$ cat config.mk
export PLATFORM = sky130hd
export DESIGN_NAME = xp_top
export DESIGN_NICKNAME = d
export VERILOG_FILES = /design/src/logic/xp_pkg.sv /design/src/logic/xp_sync2.sv /design/src/logic/xp_irq_chan.sv /design/src/logic/xp_top.sv
export SDC_FILE = /design/constraint.sdc
export NUM_CORES = 1
export LEC_CHECK = 0
export BUFFER_PORTS_ARGS = -buffer_cell sky130_fd_sc_hd__buf_4
export CELL_PAD_IN_SITES_DETAIL_PLACEMENT = 0
export CELL_PAD_IN_SITES_GLOBAL_PLACEMENT = 2
export CORE_ASPECT_RATIO = 1.5
export CORE_MARGIN = 10
export CORE_UTILIZATION = 28
export CTS_CLUSTER_DIAMETER = 30
export CTS_CLUSTER_SIZE = 16
export DETAILED_ROUTE_END_ITERATION = 12
export MAX_ROUTING_LAYER = met4
export PLACE_DENSITY_LB_ADDON = 0.1
export SLEW_MARGIN = 20
export SYNTH_ARGS = -nofsm -noshare
export SYNTH_HDL_FRONTEND = slang
export SYNTH_SLANG_ARGS = --single-unit
$ cat constraint.sdc
create_clock -name clk -period 1.7 [get_ports clk]
set_input_delay 0.085 -clock clk [delete_from_list [all_inputs] [get_ports clk]]
set_output_delay 0.085 -clock clk [all_outputs]
set_load 0.1 [all_outputs]
$ cat src/logic/xp_pkg.sv
// Constants and carrier types for the extra interrupt, nibble port and power-control block
// Operation
// - Interrupt control register sits at C0 hex and is bit-addressable.
// - Bits 7..0: prio3, enable3, flag3, type3, prio2, enable2, flag2, type2.
// - Set priority bit puts that interrupt in the high level.
// - An extra interrupt requests service only while its enable bit is set.
// - Type bit set selects falling edge; clear selects low level.
// - Edge mode: falling edge sets flag; servicing clears it automatically.
// - Interrupt 2 vectors to 33 hex, polling position 6.
// - Interrupt 3 vectors to 3B hex, polling position 7, lowest.
// - Legacy sources keep vectors 03..2B hex and polling positions 0..5.
// - Four-bit bit-addressable port at D8 hex, behaving like port 1.
// - Port pins 3 and 2 double as active-low interrupt inputs 3, 2.
// - Auxiliary register bit 0 at 8E hex stops the address-latch strobe.
// - Strobe still runs during external accesses, suppressed again afterwards.
// - Gain fuse programmed to 0 halves oscillator amplifier gain.
// - Power-off flag bit 4 at 87 hex set at power-on, kept by reset.
// - Two general-purpose flag bits, freely read and written, no hardware function.
// - Writing 1 to the power-down bit enters power-down mode.
// - Writing 1 to the idle bit enters idle mode.
// - Idle stops processor clock only; any interrupt or reset ends it.
// - Reset clears registers to 00 except power-off flag; port latches to ones.
package xp_pkg;

  localparam logic [7:0] XP_ADDR_PWR  = 8'h87;
  localparam logic [7:0] XP_ADDR_AUX  = 8'h8E;
  localparam logic [7:0] XP_ADDR_XIRQ = 8'hC0;
  localparam logic [7:0] XP_ADDR_PORT = 8'hD8;

  localparam int unsigned XP_XI_TYPE2 = 0;
  localparam int unsigned XP_XI_FLAG2 = 1;
  localparam int unsigned XP_XI_EN2   = 2;
  localparam int unsigned XP_XI_PRIO2 = 3;
  localparam int unsigned XP_XI_TYPE3 = 4;
  localparam int unsigned XP_XI_FLAG3 = 5;
  localparam int unsigned XP_XI_EN3   = 6;
  localparam int unsigned XP_XI_PRIO3 = 7;

  localparam int unsigned XP_PC_IDLE = 0;
  localparam int unsigned XP_PC_DOWN = 1;
  localparam int unsigned XP_PC_UF0  = 2;
  localparam int unsigned XP_PC_UF1  = 3;
  localparam int unsigned XP_PC_POF  = 4;
  localparam int unsigned XP_AUX_STROBE_OFF = 0;

  localparam logic [7:0] XP_RST_SFR  = 8'h00;
  localparam logic [3:0] XP_RST_PORT = 4'hF;
  localparam logic       XP_POF_POR  = 1'b1;

  // Core clocks per machine cycle
  localparam logic [3:0] XP_MC_CLKS = 4'hC;

  localparam logic [2:0] XP_SRC_IRQ2 = 3'h6;
  localparam logic [2:0] XP_SRC_IRQ3 = 3'h7;
  localparam logic [7:0] XP_VECTOR [8] = '{8'h03, 8'h0B, 8'h13, 8'h1B, 8'h23, 8'h2B, 8'h33, 8'h3B};

  typedef struct packed {
    logic       wr;
    logic       rd;
    logic       bit_wr;
    logic       bit_val;
    logic [7:0] addr;
    logic [7:0] wdata;
  } xp_sfr_req_s;

endpackage

$ cat src/logic/xp_sync2.sv
// Two-flop synchroniser for pin inputs
`default_nettype none
module xp_sync2 #(
  parameter int unsigned WIDTH = 1
) (
  // Clock and reset
  input  wire logic             clk,
  input  wire logic             rst,
  // Data
  input  wire logic [WIDTH-1:0] din,
  output logic      [WIDTH-1:0] dout
);

  logic [WIDTH-1:0] stage1;
  logic [WIDTH-1:0] next_stage1;
  logic [WIDTH-1:0] next_dout;

  always_comb begin
    next_stage1 = din;
    next_dout   = stage1;
  end

  // Idle-high reset, matching released pins
  always_ff @(posedge clk) begin
    if (rst) begin
      stage1 <= '1;
      dout   <= '1;
    end else begin
      stage1 <= next_stage1;
      dout   <= next_dout;
    end
  end

endmodule
`default_nettype wire

$ cat src/logic/xp_irq_chan.sv
// One extra external interrupt channel: sampling, edge/level detect and flag
`default_nettype none
module xp_irq_chan (
  // Clock and reset
  input  wire logic clk,
  input  wire logic rst,
  // Sampling
  input  wire logic sample_tick,
  input  wire logic pin,
  input  wire logic edge_sel,
  // Software and service
  input  wire logic sw_we,
  input  wire logic sw_val,
  input  wire logic serviced,
  // Status
  output logic      flag
);

  logic prev;
  logic next_prev;
  logic next_flag;

  always_comb begin
    next_prev = prev;
    next_flag = flag;
    if (sw_we) begin
      next_flag = sw_val;
    end
    if (serviced && edge_sel) begin
      next_flag = 1'b0;
    end
    if (sample_tick) begin
      next_prev = pin;
      if (edge_sel) begin
        // Placed last so a detected edge beats any clear
        if (prev && !pin) begin
          next_flag = 1'b1;
        end
      end else begin
        next_flag = ~pin;
      end
    end
  end

  always_ff @(posedge clk) begin
    if (rst) begin
      prev <= 1'b1;
      flag <= 1'b0;
    end else begin
      prev <= next_prev;
      flag <= next_flag;
    end
  end

  a_edge_sets_flag: assert property (
    @(posedge clk) disable iff (rst)
    sample_tick && edge_sel && prev && !pin |=> flag)
    else $error("falling edge did not set flag");

  a_level_follows: assert property (
    @(posedge clk) disable iff (rst)
    sample_tick && !edge_sel |=> flag == !$past(pin))
    else $error("level flag does not follow pin");

  a_service_clears: assert property (
    @(posedge clk) disable iff (rst)
    serviced && edge_sel && !sample_tick && !sw_we |=> !flag)
    else $error("service did not clear edge flag");

endmodule
`default_nettype wire

$ cat src/logic/xp_top.sv
// Extra interrupts, nibble port, strobe suppression and power control
`default_nettype none
module xp_top (
  // Clock and resets
  input  wire logic                     clk,
  input  wire logic                     rst,
  input  wire logic                     por,
  // Register access from core
  input  wire xp_pkg::xp_sfr_req_s      sfr_req,
  output logic [7:0]                    sfr_rdata,
  output logic                          sfr_hit,
  // Interrupt service from core
  input  wire logic                     svc_ack,
  input  wire logic [2:0]               svc_src,
  input  wire logic [5:0]               legacy_req,
  input  wire logic [5:0]               legacy_high,
  // Vector selection to core
  output logic                          vec_valid,
  output logic [7:0]                    vec_addr,
  output logic [2:0]                    vec_src,
  output logic                          vec_high,
  // Nibble port pins
  input  wire logic [3:0]               port_pin_in,
  output logic [3:0]                    port_pin_out,
  output logic [3:0]                    port_pin_oe_n,
  // Address-latch strobe
  input  wire logic                     ext_access,
  input  wire logic                     ale_core,
  output logic                          ale_out,
  // Oscillator gain
  input  wire logic                     osc_gain_fuse,
  output logic                          osc_half_gain,
  // Power state
  output logic                          idle_mode,
  output logic                          power_down,
  output logic                          cpu_clk_run
);

  // Power-on also resets everything else
  logic rst_any;
  assign rst_any = rst | por;

  // Register state
  logic [7:0] ext_irq_control_ctl;
  logic [3:0] port_latch;
  logic       strobe_off;
  logic       user_flag_0;
  logic       user_flag_1;
  logic       power_off_flag;
  logic [3:0] mc_cnt;
  logic       sample_tick;
  logic [7:0] next_ext_irq_control_ctl;
  logic [3:0] next_port_latch;
  logic       next_strobe_off;
  logic       next_user_flag_0;
  logic       next_user_flag_1;
  logic       next_power_off_flag;
  logic       next_idle_mode;
  logic       next_power_down;
  logic [3:0] next_mc_cnt;
  logic       next_sample_tick;

  // Outputs
  logic [7:0] next_sfr_rdata;
  logic       next_sfr_hit;
  logic       next_vec_valid;
  logic [7:0] next_vec_addr;
  logic [2:0] next_vec_src;
  logic       next_vec_high;
  logic       next_ale_out;

  // Synchronised pins and fuse
  logic [4:0] sync_in;
  logic [3:0] pin_s;
  logic       fuse_s;

  // Channel status
  logic       irq2_flag;
  logic       irq3_flag;
  logic [7:0] ext_irq_control_wr;
  logic       ext_irq_control_we;
  logic [7:0] ext_irq_control_rd;
  logic [7:0] port_wr;
  logic [7:0] pend;
  logic [7:0] high;

  xp_sync2 #(
    .WIDTH (5)
  ) u_sync (
    .clk  (clk),
    .rst  (rst_any),
    .din  ({osc_gain_fuse, port_pin_in}),
    .dout (sync_in)
  );

  assign pin_s  = sync_in[3:0];
  assign fuse_s = sync_in[4];

  // Write detection: byte writes by address, bit writes by bit address
  function automatic logic wr_hit(input logic [7:0] base, input logic bitable, input xp_pkg::xp_sfr_req_s r);
    wr_hit = (r.wr && r.addr == base) || (bitable && r.bit_wr && r.addr[7:3] == base[7:3]);
  endfunction

  function automatic logic [7:0] wr_val(input logic [7:0] old, input xp_pkg::xp_sfr_req_s r);
    logic [7:0] v;
    v = old;
    if (r.wr) begin
      v = r.wdata;
    end else begin
      v[r.addr[2:0]] = r.bit_val;
    end
    wr_val = v;
  endfunction

  always_comb begin
    ext_irq_control_rd                        = ext_irq_control_ctl;
    ext_irq_control_rd[xp_pkg::XP_XI_FLAG2]   = irq2_flag;
    ext_irq_control_rd[xp_pkg::XP_XI_FLAG3]   = irq3_flag;
  end

  assign ext_irq_control_we = wr_hit(xp_pkg::XP_ADDR_XIRQ, 1'b1, sfr_req);
  assign ext_irq_control_wr = wr_val(ext_irq_control_rd, sfr_req);
  assign port_wr  = wr_val({4'h0, port_latch}, sfr_req);

  // pins 3 and 2 feed interrupts 3 and 2
  xp_irq_chan u_irq2 (
    .clk         (clk),
    .rst         (rst_any),
    .sample_tick (sample_tick),
    .pin         (pin_s[2]),
    .edge_sel    (ext_irq_control_ctl[xp_pkg::XP_XI_TYPE2]),
    .sw_we       (ext_irq_control_we),
    .sw_val      (ext_irq_control_wr[xp_pkg::XP_XI_FLAG2]),
    .serviced    (svc_ack && svc_src == xp_pkg::XP_SRC_IRQ2),
    .flag        (irq2_flag)
  );

  xp_irq_chan u_irq3 (
    .clk         (clk),
    .rst         (rst_any),
    .sample_tick (sample_tick),
    .pin         (pin_s[3]),
    .edge_sel    (ext_irq_control_ctl[xp_pkg::XP_XI_TYPE3]),
    .sw_we       (ext_irq_control_we),
    .sw_val      (ext_irq_control_wr[xp_pkg::XP_XI_FLAG3]),
    .serviced    (svc_ack && svc_src == xp_pkg::XP_SRC_IRQ3),
    .flag        (irq3_flag)
  );

  // Register writes and power state
  always_comb begin
    next_ext_irq_control_ctl      = ext_irq_control_ctl;
    next_port_latch     = port_latch;
    next_strobe_off     = strobe_off;
    next_user_flag_0    = user_flag_0;
    next_user_flag_1    = user_flag_1;
    next_power_off_flag = power_off_flag;
    next_idle_mode      = idle_mode;
    next_power_down     = power_down;
    next_sample_tick    = 1'b0;
    next_mc_cnt         = mc_cnt + 4'h1;
    if (mc_cnt == xp_pkg::XP_MC_CLKS - 4'h1) begin
      next_mc_cnt      = 4'h0;
      next_sample_tick = 1'b1;
    end
    if (ext_irq_control_we) begin
      next_ext_irq_control_ctl = ext_irq_control_wr;
    end
    if (wr_hit(xp_pkg::XP_ADDR_PORT, 1'b1, sfr_req)) begin
      next_port_latch = port_wr[3:0];
    end
    if (wr_hit(xp_pkg::XP_ADDR_AUX, 1'b0, sfr_req)) begin
      next_strobe_off = sfr_req.wdata[xp_pkg::XP_AUX_STROBE_OFF];
    end
    if (wr_hit(xp_pkg::XP_ADDR_PWR, 1'b0, sfr_req)) begin
      next_user_flag_0    = sfr_req.wdata[xp_pkg::XP_PC_UF0];
      next_user_flag_1    = sfr_req.wdata[xp_pkg::XP_PC_UF1];
      next_power_off_flag = sfr_req.wdata[xp_pkg::XP_PC_POF];
      next_idle_mode      = idle_mode | sfr_req.wdata[xp_pkg::XP_PC_IDLE];
      next_power_down     = power_down | sfr_req.wdata[xp_pkg::XP_PC_DOWN];
    end
    if (vec_valid) begin
      next_idle_mode = 1'b0;
    end
  end

  // pending and level per polling position
  always_comb begin
    pend       = {irq3_flag & ext_irq_control_ctl[xp_pkg::XP_XI_EN3], irq2_flag & ext_irq_control_ctl[xp_pkg::XP_XI_EN2], legacy_req};
    high       = {ext_irq_control_ctl[xp_pkg::XP_XI_PRIO3], ext_irq_control_ctl[xp_pkg::XP_XI_PRIO2], legacy_high};
  end

  // fixed vectors, lowest position wins within level
  always_comb begin
    next_vec_valid = |pend;
    next_vec_high  = |(pend & high);
    next_vec_src   = 3'h0;
    for (int i = 7; i >= 0; i--) begin
      if (pend[i] && (high[i] || !next_vec_high)) begin
        next_vec_src = i[2:0];
      end
    end
    next_vec_addr = xp_pkg::XP_VECTOR[next_vec_src];
  end

  always_comb begin
    next_ale_out = ale_core & (~strobe_off | ext_access);
  end

  // Register reads; port reads the pins, as the standard port does
  always_comb begin
    next_sfr_hit   = sfr_req.rd;
    next_sfr_rdata = xp_pkg::XP_RST_SFR;
    unique case (sfr_req.addr)
      xp_pkg::XP_ADDR_XIRQ: next_sfr_rdata = ext_irq_control_rd;
      xp_pkg::XP_ADDR_PORT: next_sfr_rdata = {4'h0, pin_s};
      xp_pkg::XP_ADDR_AUX:  next_sfr_rdata[xp_pkg::XP_AUX_STROBE_OFF] = strobe_off;
      xp_pkg::XP_ADDR_PWR: begin
        next_sfr_rdata[xp_pkg::XP_PC_POF]  = power_off_flag;
        next_sfr_rdata[xp_pkg::XP_PC_UF1]  = user_flag_1;
        next_sfr_rdata[xp_pkg::XP_PC_UF0]  = user_flag_0;
        next_sfr_rdata[xp_pkg::XP_PC_DOWN] = power_down;
        next_sfr_rdata[xp_pkg::XP_PC_IDLE] = idle_mode;
      end
      default:              next_sfr_hit = 1'b0;
    endcase
    if (!sfr_req.rd) begin
      next_sfr_rdata = xp_pkg::XP_RST_SFR;
    end
  end

  // power-on sets the power-off flag; reset leaves it, register writes change it
  always_ff @(posedge clk) begin
    if (por) begin
      power_off_flag <= xp_pkg::XP_POF_POR;
    end else begin
      power_off_flag <= next_power_off_flag;
    end
  end

  always_ff @(posedge clk) begin
    if (rst_any) begin
      ext_irq_control_ctl     <= xp_pkg::XP_RST_SFR;
      port_latch    <= xp_pkg::XP_RST_PORT;
      port_pin_oe_n <= xp_pkg::XP_RST_PORT;
      port_pin_out  <= 4'h0;
      strobe_off    <= 1'b0;
      user_flag_0   <= 1'b0;
      user_flag_1   <= 1'b0;
      idle_mode     <= 1'b0;
      power_down    <= 1'b0;
      cpu_clk_run   <= 1'b1;
      mc_cnt        <= 4'h0;
      sample_tick   <= 1'b0;
      sfr_rdata     <= xp_pkg::XP_RST_SFR;
      sfr_hit       <= 1'b0;
      vec_valid     <= 1'b0;
      vec_addr      <= xp_pkg::XP_RST_SFR;
      vec_src       <= 3'h0;
      vec_high      <= 1'b0;
      ale_out       <= 1'b0;
      osc_half_gain <= 1'b0;
    end else begin
      ext_irq_control_ctl     <= next_ext_irq_control_ctl;
      port_latch    <= next_port_latch;
      // Quasi-bidirectional: pull low on a zero latch, release on one
      port_pin_oe_n <= next_port_latch;
      port_pin_out  <= 4'h0;
      strobe_off    <= next_strobe_off;
      user_flag_0   <= next_user_flag_0;
      user_flag_1   <= next_user_flag_1;
      idle_mode     <= next_idle_mode;
      power_down    <= next_power_down;
      cpu_clk_run   <= ~(next_idle_mode | next_power_down);
      mc_cnt        <= next_mc_cnt;
      sample_tick   <= next_sample_tick;
      sfr_rdata     <= next_sfr_rdata;
      sfr_hit       <= next_sfr_hit;
      vec_valid     <= next_vec_valid;
      vec_addr      <= next_vec_addr;
      vec_src       <= next_vec_src;
      vec_high      <= next_vec_high;
      ale_out       <= next_ale_out;
      osc_half_gain <= ~fuse_s;
    end
  end

  a_irq2_needs_en: assert property (
    @(posedge clk) disable iff (rst_any)
    vec_valid && vec_src == xp_pkg::XP_SRC_IRQ2 |-> $past(ext_irq_control_ctl[xp_pkg::XP_XI_EN2]) && $past(irq2_flag))
    else $error("interrupt 2 selected while disabled");

  a_irq_vectors: assert property (
    @(posedge clk) disable iff (rst_any)
    vec_valid |-> vec_addr == {2'b00, vec_src, 3'b011})
    else $error("vector address does not match source");

  a_high_first: assert property (
    @(posedge clk) disable iff (rst_any)
    $past(pend[7] && high[7]) && !$past(rst_any) |-> vec_high && vec_src != xp_pkg::XP_SRC_IRQ3 || vec_src == xp_pkg::XP_SRC_IRQ3)
    else $error("high level interrupt not preferred");

  a_irq3_lowest: assert property (
    @(posedge clk) disable iff (rst_any)
    vec_valid && vec_src == xp_pkg::XP_SRC_IRQ3 |-> $past(pend & high) == 8'h80 || $past(pend) == 8'h80 ||
      ($past(pend & high) == 8'h00 && $past(pend[6:0]) == 7'h00))
    else $error("interrupt 3 beat a higher polling position");

  a_strobe_off: assert property (
    @(posedge clk) disable iff (rst_any)
    strobe_off && !ext_access && !$past(ext_access) ##1 !ext_access |-> !ale_out)
    else $error("strobe toggled while suppressed");

  a_strobe_ext: assert property (
    @(posedge clk) disable iff (rst_any)
    ext_access |=> ale_out == $past(ale_core))
    else $error("strobe blocked during external access");

  a_pof_kept: assert property (
    @(posedge clk) disable iff (por)
    rst |=> power_off_flag == $past(power_off_flag))
    else $error("reset changed power-off flag");

  a_pd_sticks: assert property (
    @(posedge clk) disable iff (rst_any)
    power_down |=> power_down && !cpu_clk_run)
    else $error("power-down left without reset");

  a_idle_wake: assert property (
    @(posedge clk) disable iff (rst_any)
    idle_mode && vec_valid |=> !idle_mode)
    else $error("idle not ended by interrupt");

  a_reset_port: assert property (
    @(posedge clk)
    rst |=> port_latch == xp_pkg::XP_RST_PORT && ext_irq_control_ctl == xp_pkg::XP_RST_SFR && !idle_mode)
    else $error("reset values wrong");

  a_gain_half: assert property (
    @(posedge clk) disable iff (rst_any)
    !osc_gain_fuse [*4] |=> osc_half_gain)
    else $error("gain not halved for programmed fuse");

endmodule
`default_nettype wire

==> impl_metrics.py <==
metrics = {
    "synthesis": {
        "synth_area_leaders": "dfxtp_1 (44%), nor2_1 (5.0%), buf_4 (3.4%), mux2i_1 (2.9%), or3_1 (2.9%)",
        "synth-async-reset-ratio": 0,
        "yosys_warnings": 0,
        "synthCells": 272,
        "synth_area_um2": 2400,
        "ys_types": 52,
        "synth_ff_type": "dfxtp_1",
        "synth_edf_count": 0,
        "ys_seq_elements": 53,
        "synth_seq_area_share": 0.443,
        "syn_area_per_cell_um2": 8.81,
        "netlist.area_leader.share": 0.443,
        "synth_largest_area_cell": "dfxtp_1",
    },
    "place": {
        "gp_congestion": 0.800,
        "place.port_buffers": 73,
        "dp_cells": 446,
        "dp_hpwl_um": 6150,
        "post_dp_cell_area_um2": 3060,
    },
    "floorplan": {
        "rows": 41,
        "die_area_um2": 12700,
        "pin_count": 81,
        "core_area_um2": 8360,
        "start_util": 0.287,
        "dieHeight_um": 133,
        "die_w_um": 95.6,
    },
    "sta": {
        "slew_headroom": 0.591,
        "fin_crit_sh": 0.915,
        "setup-violations-final": 0,
        "max_slew.worst_pin.slew_ns": 0.604,
        "final-hold-violation-count": 0,
        "fin_crit_ns": 1.55,
        "fin_skew_ns": 0.00727,
        "finalMaxSlewViolations": 0,
        "rsz0062_at_grt": "false",
        "clock.fmax_mhz": 643,
        "setup_tns_ns": 0,
    },
    "clock_network": {
        "cts_setup_buffers": 0,
        "clk_pin_slew_ns": 0.07,
        "cts_root_buf": "clkbuf_16",
        "cts_tree": "built",
        "clock_sinks": 53,
        "numCtsBuffers": 5,
        "clk_path_buf_depth": 2,
        "clk_latency_ns": 0.30,
        "htree_levels": 2,
    },
    "layout": {
        "area_delta_synth_final_pct": 36.3,
        "antennaDiodeCount": 0,
        "final_util": 0.391,
        "fin_cells": 459,
        "fillers": 882,
        "layout-drive-gt1-share": 0.284,
        "fin_area_um2": 3270,
        "fin_nets": 398,
    },
    "flow_run": {
        "maxCapViolCount": 0,
    },
    "routing": {
        "drc": 0,
        "antenna_left": 0,
        "first_pass_iters": 4,
        "wl_per_cell_um": 16.6,
        "drt_wl_total_um": 7620,
        "via_per_inst": 4.92,
        "dr_total_vias": 2259,
        "drt_iter0_markers": 99,
    },
    "critical_path": {
        "crit_arrival_ns": 1.76,
        "cp.required_ns": 1.90,
        "path_class": "reg -> reg",
        "crit_fanout": 5,
        "cp-start-kind": "flop",
        "crit_path_end_kind": "flop",
    },
    "global_routing": {
        "grt_antenna_before_repair": 0,
        "grt_pass1_wl_um": 11800,
        "grt_pass1_vias": 2272,
        "grt_max_degree": 25,
        "globalRouteOverflowTotal": 0,
        "grt_usage": 0.121,
    },
    "power_and_ir_drop": {
        "power_density_nw_per_um2": 851,
        "vdd_drop_max_uv": 373,
        "p_leak_nw": 1.37,
    },
    "min_path": {
        "min_path_type": "in -> reg",
    },
    "run_status": {
        "status": "completed",
    },
}
worst max-delay path: stages (launching register included):
cell      delay, ns
dfxtp_1        0.40
nand3_1        0.13
nor2b_1        0.19
and2_1         0.23
o221a_1        0.26
a311oi_1       0.25
Yosys cell counts, types with 2 or more instances:
cell	count
a31oi_1	8
o221a_1	3
nor2_2	3
nand3_1	7
nand3b_1	2
o2111ai_1	2
and2_1	3
o22ai_1	2
and3b_1	2
mux2i_1	7
nor3b_1	4
dfxtp_1	53
o21ai_0	12
buf_2	3
buf_4	11
a222oi_1	3
nor4b_1	3
nor3_1	2
and3_1	9
a31o_1	2
o311ai_1	2
clkbuf_1	8
a22oi_1	8
a21oi_1	8
nand2_1	18
inv_1	9
nor2b_1	5
or3_1	11
a311oi_1	4
o21ai_1	5
nor2_1	32
registers in the layout (all words and copies together) (netlist names), 2 cells and up:
signal	flops
sfr_rdata	8
ext_irq_control_ctl	6
u_sync.dout	5
u_sync.next_dout	5
mc_cnt	4
port_latch	4
vec_addr	2
vec_src	2
through the flow:
stage	worst slack [ns]	total power, W	hold slack, ns
after floorplan	0.259	0.00159	0.184
after global placement	0.116	0.00173	0.267
after detailed placement	0.0936	0.00173	0.267
after CTS	0.130	0.00281	0.0204
after global routing	0.0174	0.00290	0.0178
final	0.145	0.00278	0.0254
logic make-up (layout without fill, tap and decap cells):
family                   count (synthesis)  in the layout  share of synthesized area
AO/OA/AOI/OAI                           67             67                      0.194
flip-flops                              53             53                      0.443
AND/OR/NAND/NOR                        109            109                      0.251
adder cells (fa/ha/maj)                  1              1                    0.00522
other                                    1              7                    0.00156
buffers and inverters                   33            107                     0.0736
XOR/XNOR                                 1              1                    0.00365
multiplexers                             7              7                     0.0292
area by class of cell:
| cell class | instances | area [µm²] | area share |
|---|---|---|---|
| inverter | 10 | 37.5 | 0.0115 |
| sequential | 53 | 1060 | 0.325 |
| timing repair buffer | 89 | 693 | 0.212 |
| multi-input combinational | 192 | 1190 | 0.363 |
| clock buffer | 6 | 139 | 0.0425 |
| tap | 107 | 134 | 0.0410 |
| clock inverter | 2 | 17.5 | 0.00536 |
report_power, final:
group	switching [W]	leakage [nW]	internal, W	total, W
clock network	0.000476	0.0775	0.000595	0.00107
logic	0.000300	0.861	0.000146	0.000446
registers	0.00000761	0.430	0.00126	0.00127
cell usage in the layout (no fill, tap or decap), types with 5 or more instances in the layout:
| cell | Yosys | layout |
|---|---|---|
| nor2b_1 | 5 | 5 |
| inv_1 | 9 | 9 |
| a31oi_1 | 8 | 8 |
| or3_1 | 11 | 11 |
| nand2_1 | 18 | 18 |
| dfxtp_1 | 53 | 53 |
| o21ai_1 | 5 | 5 |
| mux2i_1 | 7 | 7 |
| o21ai_0 | 12 | 11 |
| and3_1 | 9 | 9 |
| conb_1 | 1 | 7 |
| buf_4 | 11 | 83 |
| nor2_1 | 32 | 32 |
| a22oi_1 | 8 | 8 |
| clkbuf_16 | 0 | 5 |
| dlygate4sd3_1 | 0 | 5 |
| a21oi_1 | 8 | 8 |
| nand3_1 | 7 | 7 |
path summary, 6_finish.rpt:
kind / to / slack, ns / startpoint / depth (start not counted)
worst max-delay path: vec_src[0] / 0.15 / u_irq3.flag / 5
worst min-delay path: ale_out / 0.03 / ext_access / 3
worst max register to register: vec_src[0] / 0.15 / u_irq3.flag / 5
worst min register to register: osc_half_gain / 0.39 / u_sync.dout[4] / 1
what timing repair did:
item,in CTS,in global routing
setup endpoints to repair,0,1
resized for setup,0,2
hold buffers,5,0
endpoints found under the hold margin,5,0
per-layer routing:
layer | global-route usage | wire length (µm) | part of all wire
met2 | 0.201 | 3790 | 0.50
met4 | 0.0518 | 190 | 0.025
met1 | 0.132 | 3200 | 0.42
met3 | 0.0292 | 445 | 0.058
met5 | - | 0 | 0
Power figures use the tool's default switching activity.
